[config.mk]
export PLATFORM = sky130hd
export DESIGN_NAME = pfdc_ctrl
export DESIGN_NICKNAME = d
export VERILOG_FILES = /design/src/hw/pfdc_pkg.sv /design/src/hw/pfdc_div.sv /design/src/hw/pfdc_ctrl.sv
export VERILOG_INCLUDE_DIRS = /design/src /design/src/hw
export SDC_FILE = /design/constraint.sdc
export NUM_CORES = 1
export LEC_CHECK = 0
export ABC_AREA = 0
export BUFFER_PORTS_ARGS = -buffer_cell sky130_fd_sc_hd__buf_2
export CORE_ASPECT_RATIO = 1.2
export CORE_MARGIN = 5
export CORE_UTILIZATION = 40
export DETAILED_ROUTE_END_ITERATION = 10
export SLEW_MARGIN = 40
export SYNTH_ARGS = -nofsm -noshare
export SYNTH_HDL_FRONTEND = slang
export SYNTH_SLANG_ARGS = --single-unit
export TNS_END_PERCENT = 50
[constraint.sdc]
create_clock -name i_clk -period 4.1 [get_ports i_clk]
set_clock_uncertainty 0.1 [all_clocks]
set_input_delay 0.41 -clock i_clk [delete_from_list [all_inputs] [get_ports i_clk]]
set_output_delay 0.41 -clock i_clk [all_outputs]
set_load 0.05 [all_outputs]
[src/hw/pfdc_cfg.svh]
// Purpose : register map, field positions and reset values of the feedback divider control
// Assumes : byte-wide register access port, one register per address
// Notes   : definitions only
// Summary of operation
// Control bit 4 set holds the reference, swallow and main counters in reset.
// The main-counter bypass acts only in fixed-divide prescaler modes.
// With bypass set the main counter divides by one, so the prescaler alone sets the ratio.
// Prescaler codes 000, 001 and 111 give fixed divide by 1, 2 and 3.
// Codes 010 to 110 give P/P+1 with P of 2 to 32, and plain P while the swallow count is 0.
// Status select bits 7:2 give ground for 000000, swallow output 000011, prescaler 000100.
// Status select 000001 routes the delayed feedback divider output to the status pin.
// Status select 000010 routes the delayed reference divider output to the status pin.
// Swallow count is a six-bit register, main count thirteen bits in low byte and high five.
// Control bit 6 resets only the reference divider, bit 5 only the prescaler, swallow and main counters.
// In dual-modulus operation the feedback ratio is P times main count plus swallow count.
`ifndef PFDC_CFG_SVH
`define PFDC_CFG_SVH

// ----------------------------------------------------------------
// register offsets
// ----------------------------------------------------------------
`define PFDC_ADDR_REF_LO   8'h11
`define PFDC_ADDR_REF_HI   8'h12
`define PFDC_ADDR_SWALLOW  8'h13
`define PFDC_ADDR_MAIN_LO  8'h14
`define PFDC_ADDR_MAIN_HI  8'h15
`define PFDC_ADDR_CTRL     8'h16
`define PFDC_ADDR_STATUS   8'h17

// ----------------------------------------------------------------
// field positions and reset values
// ----------------------------------------------------------------
`define PFDC_CTRL_RST_REF  6
`define PFDC_CTRL_RST_AB   5
`define PFDC_CTRL_RST_ALL  4
`define PFDC_CTRL_BYPASS   3
`define PFDC_STAT_SEL_HI   7
`define PFDC_STAT_SEL_LO   2
`define PFDC_REG_RESET     8'h00
`define PFDC_DLY_STAGES    2

`endif

[src/hw/pfdc_pkg.sv]
// Purpose : types shared by the feedback divider control
// Assumes : nothing
// Notes   : encodings follow the register fields
package pfdc_pkg;
    // prescaler field codes
    typedef enum logic [2:0] {
        PFDC_FD_DIV1  = 3'h0,
        PFDC_FD_DIV2  = 3'h1,
        PFDC_DM_DIV2  = 3'h2,
        PFDC_DM_DIV4  = 3'h3,
        PFDC_DM_DIV8  = 3'h4,
        PFDC_DM_DIV16 = 3'h5,
        PFDC_DM_DIV32 = 3'h6,
        PFDC_FD_DIV3  = 3'h7
    } pfdc_presc_e;

    // status pin selections handled here
    typedef enum logic [5:0] {
        PFDC_SEL_GROUND   = 6'h00,
        PFDC_SEL_FEEDBACK = 6'h01,
        PFDC_SEL_REFDIV   = 6'h02,
        PFDC_SEL_SWALLOW  = 6'h03,
        PFDC_SEL_PRESC    = 6'h04
    } pfdc_stsel_e;
endpackage : pfdc_pkg

[src/hw/pfdc_div.sv]
// Purpose : programmable divide-by-N counter with tick and toggling outputs
// Assumes : i_div of 0 behaves as 1
// Notes   : tick is combinational, toggle comes from a flop
`timescale 1ns/100ps
module pfdc_div #(
    parameter int W = 14
) (
    input  wire logic         i_clk,
    input  wire logic         i_rst,
    input  wire logic         i_clr,
    input  wire logic         i_en,
    input  wire logic [W-1:0] i_div,
    output logic              o_tick,
    output logic              o_tog
);
    import pfdc_pkg::*;

    logic [W-1:0] cnt_r;
    logic         tog_r;

    // ----------------------------------------------------------------
    // terminal count decode
    // ----------------------------------------------------------------
    wire [W-1:0] last_cnt = (i_div == '0) ? '0 : i_div - {{(W-1){1'b0}}, 1'b1};
    wire         wrap     = (cnt_r >= last_cnt);
    assign o_tick = i_en && !i_clr && wrap;
    assign o_tog  = tog_r;

    // counter, held at zero while cleared
    always_ff @(posedge i_clk or posedge i_rst) begin
        if (i_rst) begin
            cnt_r <= '0;
        end else if (i_clr || (i_en && wrap)) begin
            cnt_r <= '0;
        end else if (i_en) begin
            cnt_r <= cnt_r + {{(W-1){1'b0}}, 1'b1};
        end
    end

    // toggling output for the status pin
    always_ff @(posedge i_clk or posedge i_rst) begin
        if (i_rst) begin
            tog_r <= 1'b0;
        end else if (i_clr) begin
            tog_r <= 1'b0;
        end else if (o_tick) begin
            tog_r <= ~tog_r;
        end
    end
endmodule : pfdc_div

[src/hw/pfdc_ctrl.sv]
// Purpose : feedback divider, reference divider and status pin selector control
// Assumes : i_clk is the prescaler input clock; i_ref_tick marks reference edges
// Notes   : registers are written and read through a byte-wide access port
`timescale 1ns/100ps
`include "pfdc_cfg.svh"
module pfdc_ctrl #(
    parameter int DLY = `PFDC_DLY_STAGES
) (
    input  wire logic       i_clk,
    input  wire logic       i_rst,
    input  wire logic       i_wr,
    input  wire logic [7:0] i_addr,
    input  wire logic [7:0] i_wdata,
    output logic      [7:0] o_rdata,
    input  wire logic       i_ref_tick,
    output logic            o_fb_pulse,
    output logic            o_ref_pulse,
    output logic            o_status,
    output pfdc_pkg::pfdc_presc_e o_presc_code
);
    import pfdc_pkg::*;

    // ----------------------------------------------------------------
    // register file
    // ----------------------------------------------------------------
    logic [7:0] ref_lo_r, ref_hi_r, swallow_r, main_lo_r, main_hi_r, ctrl_r, stat_r;
    logic [7:0] rdata_nxt;

    wire wr_ref_lo  = i_wr && (i_addr == `PFDC_ADDR_REF_LO);
    wire wr_ref_hi  = i_wr && (i_addr == `PFDC_ADDR_REF_HI);
    wire wr_swallow = i_wr && (i_addr == `PFDC_ADDR_SWALLOW);
    wire wr_main_lo = i_wr && (i_addr == `PFDC_ADDR_MAIN_LO);
    wire wr_main_hi = i_wr && (i_addr == `PFDC_ADDR_MAIN_HI);
    wire wr_ctrl    = i_wr && (i_addr == `PFDC_ADDR_CTRL);
    wire wr_stat    = i_wr && (i_addr == `PFDC_ADDR_STATUS);

    // register writes; narrow fields keep only their bits
    always_ff @(posedge i_clk or posedge i_rst) begin
        if (i_rst) begin
            ref_lo_r  <= `PFDC_REG_RESET;
            ref_hi_r  <= `PFDC_REG_RESET;
            swallow_r <= `PFDC_REG_RESET;
            main_lo_r <= `PFDC_REG_RESET;
            main_hi_r <= `PFDC_REG_RESET;
            ctrl_r    <= `PFDC_REG_RESET;
            stat_r    <= `PFDC_REG_RESET;
        end else begin
            if (wr_ref_lo)  ref_lo_r  <= i_wdata;
            if (wr_ref_hi)  ref_hi_r  <= {2'h0, i_wdata[5:0]};
            if (wr_swallow) swallow_r <= {2'h0, i_wdata[5:0]};
            if (wr_main_lo) main_lo_r <= i_wdata;
            if (wr_main_hi) main_hi_r <= {3'h0, i_wdata[4:0]};
            if (wr_ctrl)    ctrl_r    <= i_wdata;
            if (wr_stat)    stat_r    <= {i_wdata[7:2], 2'h0};
        end
    end

    // read mux; unmapped addresses read zero
    always_comb begin
        unique case (i_addr)
            `PFDC_ADDR_REF_LO:  rdata_nxt = ref_lo_r;
            `PFDC_ADDR_REF_HI:  rdata_nxt = ref_hi_r;
            `PFDC_ADDR_SWALLOW: rdata_nxt = swallow_r;
            `PFDC_ADDR_MAIN_LO: rdata_nxt = main_lo_r;
            `PFDC_ADDR_MAIN_HI: rdata_nxt = main_hi_r;
            `PFDC_ADDR_CTRL:    rdata_nxt = ctrl_r;
            `PFDC_ADDR_STATUS:  rdata_nxt = stat_r;
            default:            rdata_nxt = 8'h00;
        endcase
    end

    always_ff @(posedge i_clk or posedge i_rst) begin
        if (i_rst) o_rdata <= 8'h00;
        else       o_rdata <= rdata_nxt;
    end

    // ----------------------------------------------------------------
    // field decode
    // ----------------------------------------------------------------
    wire [13:0]   r_val   = {ref_hi_r[5:0], ref_lo_r};
    wire [5:0]    a_val   = swallow_r[5:0];
    wire [12:0]   b_val   = {main_hi_r[4:0], main_lo_r};
    wire          rst_all = ctrl_r[`PFDC_CTRL_RST_ALL];
    wire          clr_ref = ctrl_r[`PFDC_CTRL_RST_REF] || rst_all;
    wire          clr_ab  = ctrl_r[`PFDC_CTRL_RST_AB] || rst_all;
    wire [5:0]    sel     = stat_r[`PFDC_STAT_SEL_HI:`PFDC_STAT_SEL_LO];
    pfdc_presc_e  p_code;
    assign p_code       = pfdc_presc_e'(ctrl_r[2:0]);
    assign o_presc_code = p_code;

    // prescaler base ratio and mode
    logic [5:0] p_base;
    logic       fixed_divide_mode;
    always_comb begin
        fixed_divide_mode = 1'b0;
        unique case (p_code)
            PFDC_FD_DIV1:  begin p_base = 6'h01; fixed_divide_mode = 1'b1; end
            PFDC_FD_DIV2:  begin p_base = 6'h02; fixed_divide_mode = 1'b1; end
            PFDC_FD_DIV3:  begin p_base = 6'h03; fixed_divide_mode = 1'b1; end
            PFDC_DM_DIV2:  p_base = 6'h02;
            PFDC_DM_DIV4:  p_base = 6'h04;
            PFDC_DM_DIV8:  p_base = 6'h08;
            PFDC_DM_DIV16: p_base = 6'h10;
            PFDC_DM_DIV32: p_base = 6'h20;
        endcase
    end
    wire dual_modulus_mode = !fixed_divide_mode;

    // ----------------------------------------------------------------
    // swallow counter and prescaler modulus
    // ----------------------------------------------------------------
    logic [5:0] a_cnt_r;
    logic       sw_tog_r;
    logic       presc_tick, presc_tog, fb_tick, fb_tog, ref_tick, ref_tog;

    wire       a_done  = (a_cnt_r >= a_val);
    // P+1 for the first A prescaler periods of each main period, then P
    wire       use_p1  = dual_modulus_mode && !a_done;
    wire [5:0] modulus = use_p1 ? p_base + 6'h01 : p_base;
    // bypass only counts in fixed-divide modes
    wire       bypass  = ctrl_r[`PFDC_CTRL_BYPASS] && fixed_divide_mode;
    wire [12:0] main_div = bypass ? 13'h0001 : b_val;

    always_ff @(posedge i_clk or posedge i_rst) begin
        if (i_rst) begin
            a_cnt_r <= 6'h00;
        end else if (clr_ab || fb_tick) begin
            a_cnt_r <= 6'h00;
        end else if (presc_tick && !a_done) begin
            a_cnt_r <= a_cnt_r + 6'h01;
        end
    end

    // swallow output toggles when the swallow count completes in a dual-modulus mode
    always_ff @(posedge i_clk or posedge i_rst) begin
        if (i_rst) begin
            sw_tog_r <= 1'b0;
        end else if (clr_ab) begin
            sw_tog_r <= 1'b0;
        end else if (presc_tick && dual_modulus_mode && (a_cnt_r + 6'h01 == a_val)) begin
            sw_tog_r <= ~sw_tog_r;
        end
    end

    // ----------------------------------------------------------------
    // dividers
    // ----------------------------------------------------------------
    pfdc_div #(.W(6)) u_presc (
        .i_clk(i_clk), .i_rst(i_rst), .i_clr(clr_ab), .i_en(1'b1),
        .i_div(modulus), .o_tick(presc_tick), .o_tog(presc_tog)
    );
    pfdc_div #(.W(13)) u_main (
        .i_clk(i_clk), .i_rst(i_rst), .i_clr(clr_ab), .i_en(presc_tick),
        .i_div(main_div), .o_tick(fb_tick), .o_tog(fb_tog)
    );
    pfdc_div #(.W(14)) u_ref (
        .i_clk(i_clk), .i_rst(i_rst), .i_clr(clr_ref), .i_en(i_ref_tick),
        .i_div(r_val), .o_tick(ref_tick), .o_tog(ref_tog)
    );
    assign o_fb_pulse  = fb_tick;
    assign o_ref_pulse = ref_tick;

    // ----------------------------------------------------------------
    // output delay lines and status selector
    // ----------------------------------------------------------------
    logic [DLY-1:0] fb_dly_r, ref_dly_r;
    logic           status_nxt;
    always_ff @(posedge i_clk or posedge i_rst) begin
        if (i_rst) begin
            fb_dly_r  <= '0;
            ref_dly_r <= '0;
        end else begin
            fb_dly_r  <= {fb_dly_r[DLY-2:0], fb_tog};
            ref_dly_r <= {ref_dly_r[DLY-2:0], ref_tog};
        end
    end

    // ground for the static and unhandled codes
    always_comb begin
        unique case (sel)
            PFDC_SEL_FEEDBACK: status_nxt = fb_dly_r[DLY-1];
            PFDC_SEL_REFDIV:   status_nxt = ref_dly_r[DLY-1];
            PFDC_SEL_SWALLOW:  status_nxt = sw_tog_r;
            PFDC_SEL_PRESC:    status_nxt = presc_tog;
            default:           status_nxt = 1'b0;
        endcase
    end

    always_ff @(posedge i_clk or posedge i_rst) begin
        if (i_rst) o_status <= 1'b0;
        else       o_status <= status_nxt;
    end
endmodule : pfdc_ctrl

# Word-level counts from Yosys, hierarchy flattened
# Cells that the tools add are included.
# W data, S select, Z words.
# classes
addsub,8
mul,0
div_mod_pow,0
magnitude_cmp,4
n_eq_ne,19
n_shift,0
mux,24
bitwise_logic,4
n_reduce_logical,42
# op_table
cell,n
$eq A8 B5 Y1 const B,7
$pmux W8 S7,1
$mux W13,4
$mux W14,3
$pmux W6 S7,1
$mux W6,5
$logic_and A1 B1 Y1,19
$add A6 B1 Y6 const B,3
$add A14 B1 Y14 const B,1
$ge A14 B14 Y1,1
$logic_not A14 Y1,1
$reduce_bool A2 Y1,7
$sub A14 B1 Y14 const B,1
$add A13 B1 Y13 const B,1
$ge A13 B13 Y1,1
$logic_not A13 Y1,1
$sub A13 B1 Y13 const B,1
$eq A3 B3 Y1 const B,4
$eq A6 B2 Y1 const B,2
$ge A6 B6 Y1,2
$mux W1,9
$eq A3 B2 Y1 const B,2
$eq A6 B1 Y1 const B,1
$eq A6 B3 Y1 const B,1
other kinds (11),22
# word_totals
register_bits,103
latchBits,0
ram_bits,0
mem_bits_ro,0
inputBits,20
output_inout_bits,14
mem_count,0

# Logic depth before layout (Yosys ltp)
# depth
word_depth,14
mapped_depth,22

# By module
# Synthesis repeated with hierarchy kept, for this count alone.
# unflattened
hier_cells,693
hier_area_um2,6680.2
# modules_own_cells
module,instances,cells_each,area_per_inst_um2
pfdc_ctrl,1,310,3415.8
pfdc_div at u_ref,1,166,1403.8
pfdc_div at u_main,1,148,1238.7
pfdc_div at u_presc,1,69,621.8

# Least setup slack after synthesis
# OpenSTA, ideal clock, no wires.
# synth_path
kind,register to output
from,reg a_cnt_r[2]
to,out o_fb_pulse
arrival_time_ps,4372
required_ps,3590
slack_ps,-782
stages_incl_launch_ff,20
n_path_buf,1
path_cell_list,dfrtp_1 -> ha_1 -> nand2_1 -> o21ai_0 -> a21oi_1 -> clkbuf_1 -> a21o_1 -> a221oi_1 -> ha_1 -> inv_1 -> o21ai_0 -> nor2_1 -> a21oi_1 -> o21ai_0 -> ha_1 -> nand2b_1 -> a21oi_1 -> o211ai_2 -> nand2_1 -> nor3_1
# synth_via
elab_chain_cells,10
elab_cells_between_ends,11
# synth_rtl
element,line,source
start: declaration,pfdc_ctrl.sv:112,logic [5:0] a_cnt_r;
start signal: assignment,pfdc_ctrl.sv:130,a_cnt_r <= a_cnt_r + 6'h01;
$ge A6 B6 Y1 (*),pfdc_ctrl.sv:116,wire a_done = (a_cnt_r >= a_val);
$logic_not A1 Y1 (*),pfdc_ctrl.sv:118,wire use_p1 = dual_modulus_mode && !a_done;
$logic_and A1 B1 Y1 (*),pfdc_ctrl.sv:118,
$mux W6 (*),pfdc_ctrl.sv:119,wire [5:0] modulus = use_p1 ? p_base + 6'h01 : p_base;
$sub A6 B1 Y6 / $logic_not A6 Y1 (equally long branches),pfdc_div.sv:24,"wire [W-1:0] last_cnt = (i_div == '0) ? '0 : i_div - {{(W-1){1'b0}}, 1'b1};"
$mux W6 (*),pfdc_div.sv:24,
$ge A6 B6 Y1 (*),pfdc_div.sv:25,wire wrap = (cnt_r >= last_cnt);
$logic_and A1 B1 Y1 (*) (3 in series),pfdc_div.sv:26,assign o_tick = i_en && !i_clr && wrap;
end: declaration,pfdc_ctrl.sv:16,"output logic o_fb_pulse,"
# Mark *: on every way between the ends. The rest lies on a longest branch, timed or not.

# Worst setup path after layout
# layout_path
from,reg swallow_r[2]
to,out o_fb_pulse
# layout_via
elab_chain_cells,10
elab_cells_between_ends,11
# layout_rtl
element,line,source
start: declaration,pfdc_ctrl.sv:26,"logic [7:0] ref_lo_r, ref_hi_r, swallow_r, main_lo_r, main_hi_r, ctrl_r, stat_r;"
start signal: assignment,pfdc_ctrl.sv:42,swallow_r <= `PFDC_REG_RESET;
start signal: assignment,pfdc_ctrl.sv:50,"if (wr_swallow) swallow_r <= {2'h0, i_wdata[5:0]};"
$ge A6 B6 Y1 (*),pfdc_ctrl.sv:116,
$logic_not A1 Y1 (*),pfdc_ctrl.sv:118,
$logic_and A1 B1 Y1 (*),pfdc_ctrl.sv:118,
$mux W6 (*),pfdc_ctrl.sv:119,
$sub A6 B1 Y6 / $logic_not A6 Y1 (equally long branches),pfdc_div.sv:24,
$mux W6 (*),pfdc_div.sv:24,
$ge A6 B6 Y1 (*),pfdc_div.sv:25,
$logic_and A1 B1 Y1 (*) (3 in series),pfdc_div.sv:26,
# Marks and branches as above.

==> impl_metrics.json <==
{
  "path_clk_slew_ns": 0.06,
  "crit_fanout": 4,
  "cts_buffers": 9,
  "nFillCells": 1475,
  "slew_viol_final": 0,
  "hpwl_mm": 12.1,
  "hp-class": "in2reg",
  "fin_ws_ns": -0.00185,
  "synth_top_cell_by_area": "dfrtp_1",
  "clock_latency_ns": 0.35,
  "area_growth_pct": 16.3,
  "cp-start-kind": "register",
  "leakagePower_nw": 3.51,
  "fmax_mhz": 244,
  "top_layer_used": "met4",
  "p_per_area_mw_per_mm2": 463,
  "relSlewSlack_pct": 58.4,
  "drt-wirelength-per-cell_um": 17.7,
  "io_pins": 34,
  "rsz0062_at_grt": "true",
  "vias_per_cell": 5.55,
  "die_h_um": 148,
  "synth.ff_latch_count": 103,
  "yosysSeqAreaShare_pct": 40.7,
  "pre_cts_slack_ns": -0.0310,
  "critPathCaptureType": "output pin",
  "die_x_um": 125,
  "cts-root-buf": "clkbuf_16",
  "grt.total_usage_pct": 17.3,
  "async_flop_share_pct": 100,
  "synth_edf_count": 0,
  "start_util_pct": 40.6,
  "ys_types": 60,
  "period_needed_ns": 4.10,
  "violations": "setup timing",
  "critPathArrivalTime_ns": 3.59,
  "core-area_sq_mm": 0.0156,
  "syn_area_sq_mm": 0.00633,
  "antenna_found_initial": 0,
  "drc": 0,
  "place_inst": 876,
  "synth.most_common_cell": "dfrtp_1",
  "yosysTopAreaCellShare_pct": 40.7,
  "wl_met2_mm": 8.19,
  "diodes": 0,
  "design_area_sq_mm": 0.00736,
  "clock_sinks": 103,
  "grt_max_degree": 45,
  "dr_wl_met3_um": 557,
  "multiInputGateArea_sq_mm": 0.00375,
  "synthTopCellsByCount": "dfrtp_1, nand2_1, nor2_1, mux2_2, ha_1",
  "routed_wl_mm": 16.0,
  "cp.required_ns": 3.59,
  "period_share_pct": 100,
  "wl_met1_mm": 6.66,
  "cts_tree": "yes",
  "layout.cells.non_filler": 902,
  "synth_area_leaders": "dfrtp_1, ha_1, mux2_2",
  "worst_pin_slew_ns": 0.620,
  "initialDrtViolationCount": 318,
  "synth-main-ff-cell": "dfrtp_1",
  "status": "finished with violations",
  "std_cell_rows": 50,
  "finalNetCount": 755,
  "synth.avg_cell_area_sq_um": 9.97,
  "yosys_warnings": 0,
  "fin_hold_ws_ns": 0.245,
  "grt_first_pass_wirelength_mm": 25.6,
  "dr.pass1.iters": 4,
  "max_cap_viol_count": 0,
  "ir_worst_vdd_mv": 0.277,
  "rrSetupSlack_ns": 0.04,
  "hold_viol": 0,
  "num_vias": 5004,
  "htree_levels": 3,
  "dpl-instance-area_sq_mm": 0.00683,
  "synthCells": 635,
  "clock_path_buffers": 2,
  "syn-num-nets": 701,
  "grt-ovfl-total": 0,
  "port_buffers": 33,
  "place_congestion": 0.847,
  "worstSetupPathType": "reg2out",
  "first_global_vias": 5056,
  "dieArea_sq_mm": 0.0184,
  "setup_viol": 1,
  "register_area_sq_mm": 0.00258,
  "layout-drive-gt1-share_pct": 25.5,
  "ant_nets": 0
}
[path summary, 6_finish.rpt]
path | from | endpoint | depth (start not counted)
worst max register to register | swallow_r[2] | u_main.cnt_r[12] | 20
min in group asynchronous | i_rst | o_rdata[7] | 3
worst min register to register | fb_dly_r[0] | fb_dly_r[1] | 0
max in group asynchronous | i_rst | main_lo_r[2] | 4
worst max-delay path | swallow_r[2] | o_fb_pulse | 18
worst min-delay path | i_wdata[7] | stat_r[7] | 2
[state kept, by name, summed over array words and instances (netlist names), 6 cells and up]
| signal | count |
|---|---|
| a_cnt_r | 6 |
| ctrl_r | 8 |
| main_lo_r | 8 |
| o_rdata | 8 |
| ref_hi_r | 6 |
| ref_lo_r | 8 |
| stat_r | 6 |
| swallow_r | 6 |
| u_main.cnt_r | 13 |
| u_presc.cnt_r | 6 |
| u_ref.cnt_r | 14 |
[placed cells by master (no fill, tap or decap), types with 4 or more instances in the layout]
master / n
nand2b_1: 8
ha_1: 41
buf_2: 31
nor2_1: 52
mux2i_1: 4
a21o_1: 8
and3_1: 13
a22oi_1: 18
nor3_1: 9
or4_1: 4
nand4_1: 13
dfrtp_1: 102
nand2_1: 57
xnor2_1: 20
or2_2: 4
buf_4: 27
or3_1: 6
nand3b_1: 4
inv_1: 14
clkbuf_16: 9
a21oi_2: 4
o31ai_1: 5
o21ai_0: 17
a21oi_1: 29
xor2_1: 32
nor4_1: 7
nand3_1: 20
nand2_2: 7
mux2_2: 47
ha_4: 4
[power by group]
part | switching, W | total (W) | internal [W] | leakage, nW
combinational | 0.000697 | 0.00124 | 0.000543 | 1.95
clock | 0.000366 | 0.000890 | 0.000524 | 0.149
sequential | 0.000137 | 0.00128 | 0.00114 | 1.41
total | 0.00120 | 0.00341 | 0.00221 | 3.51
[through the flow]
step	utilization, %	TNS (ns)	power [W]
4_1_cts	46.2	-0.0160	0.00333
5_1_grt	47.2	-1.17	0.00365
3_3_place_gp	43.8	0	0.00236
2_1_floorplan	-	0	0.00209
6_report	47.2	-0.00185	0.00341
3_5_place_dp	43.8	-0.105	0.00241
[metal layers]
layer,vias up,GRT usage (%)
met5,-,0
met4,0,7.43
met3,34,3.76
met2,102,30.5
met1,2466,20.3
li1,2402,-
[cells by family after synthesis]
group	share of synthesized area (%)
and+or+nand+nor	19.9
DFF	40.7
muxes	9.00
xor gates and xnor gates	7.20
AOI/OAI and AO/OA	11.6
adders and majority gates	9.09
buffers and inverters	2.41
[cell type report]
type	instances	share of cell area, %
clock buffers	14	3.72
clock inverters	2	0.510
inverters	19	1.00
multi-input cells	496	51.0
flip-flops and latches	103	35.1
well taps	208	3.54
repair buffers	60	5.15
[worst max-delay path, cell delays in order (launching register included)]
cell and delay, ns:
dfrtp_1 0.41, inv_2 0.09, ha_4 0.20, a21oi_1 0.17
o21ai_2 0.09, a21oi_2 0.23, a21o_1 0.13, a221oi_2 0.06
ha_2 0.21, buf_4 0.13, buf_4 0.14, nor3b_1 0.19
o21ai_0 0.11, ha_1 0.31, nand3_1 0.13, o211ai_2 0.24
nand2_2 0.10, nor3_4 0.12, buf_6 0.18
[repair_timing]
item                       4_1_cts  5_1_grt
setup endpoints to repair        6        9
pin swaps                        3       13
resized for setup                8       26
hold buffers                     1        0
buffers inserted                 3        6
hold endpoints to repair        28        0
Power figures use the tool's default switching activity.
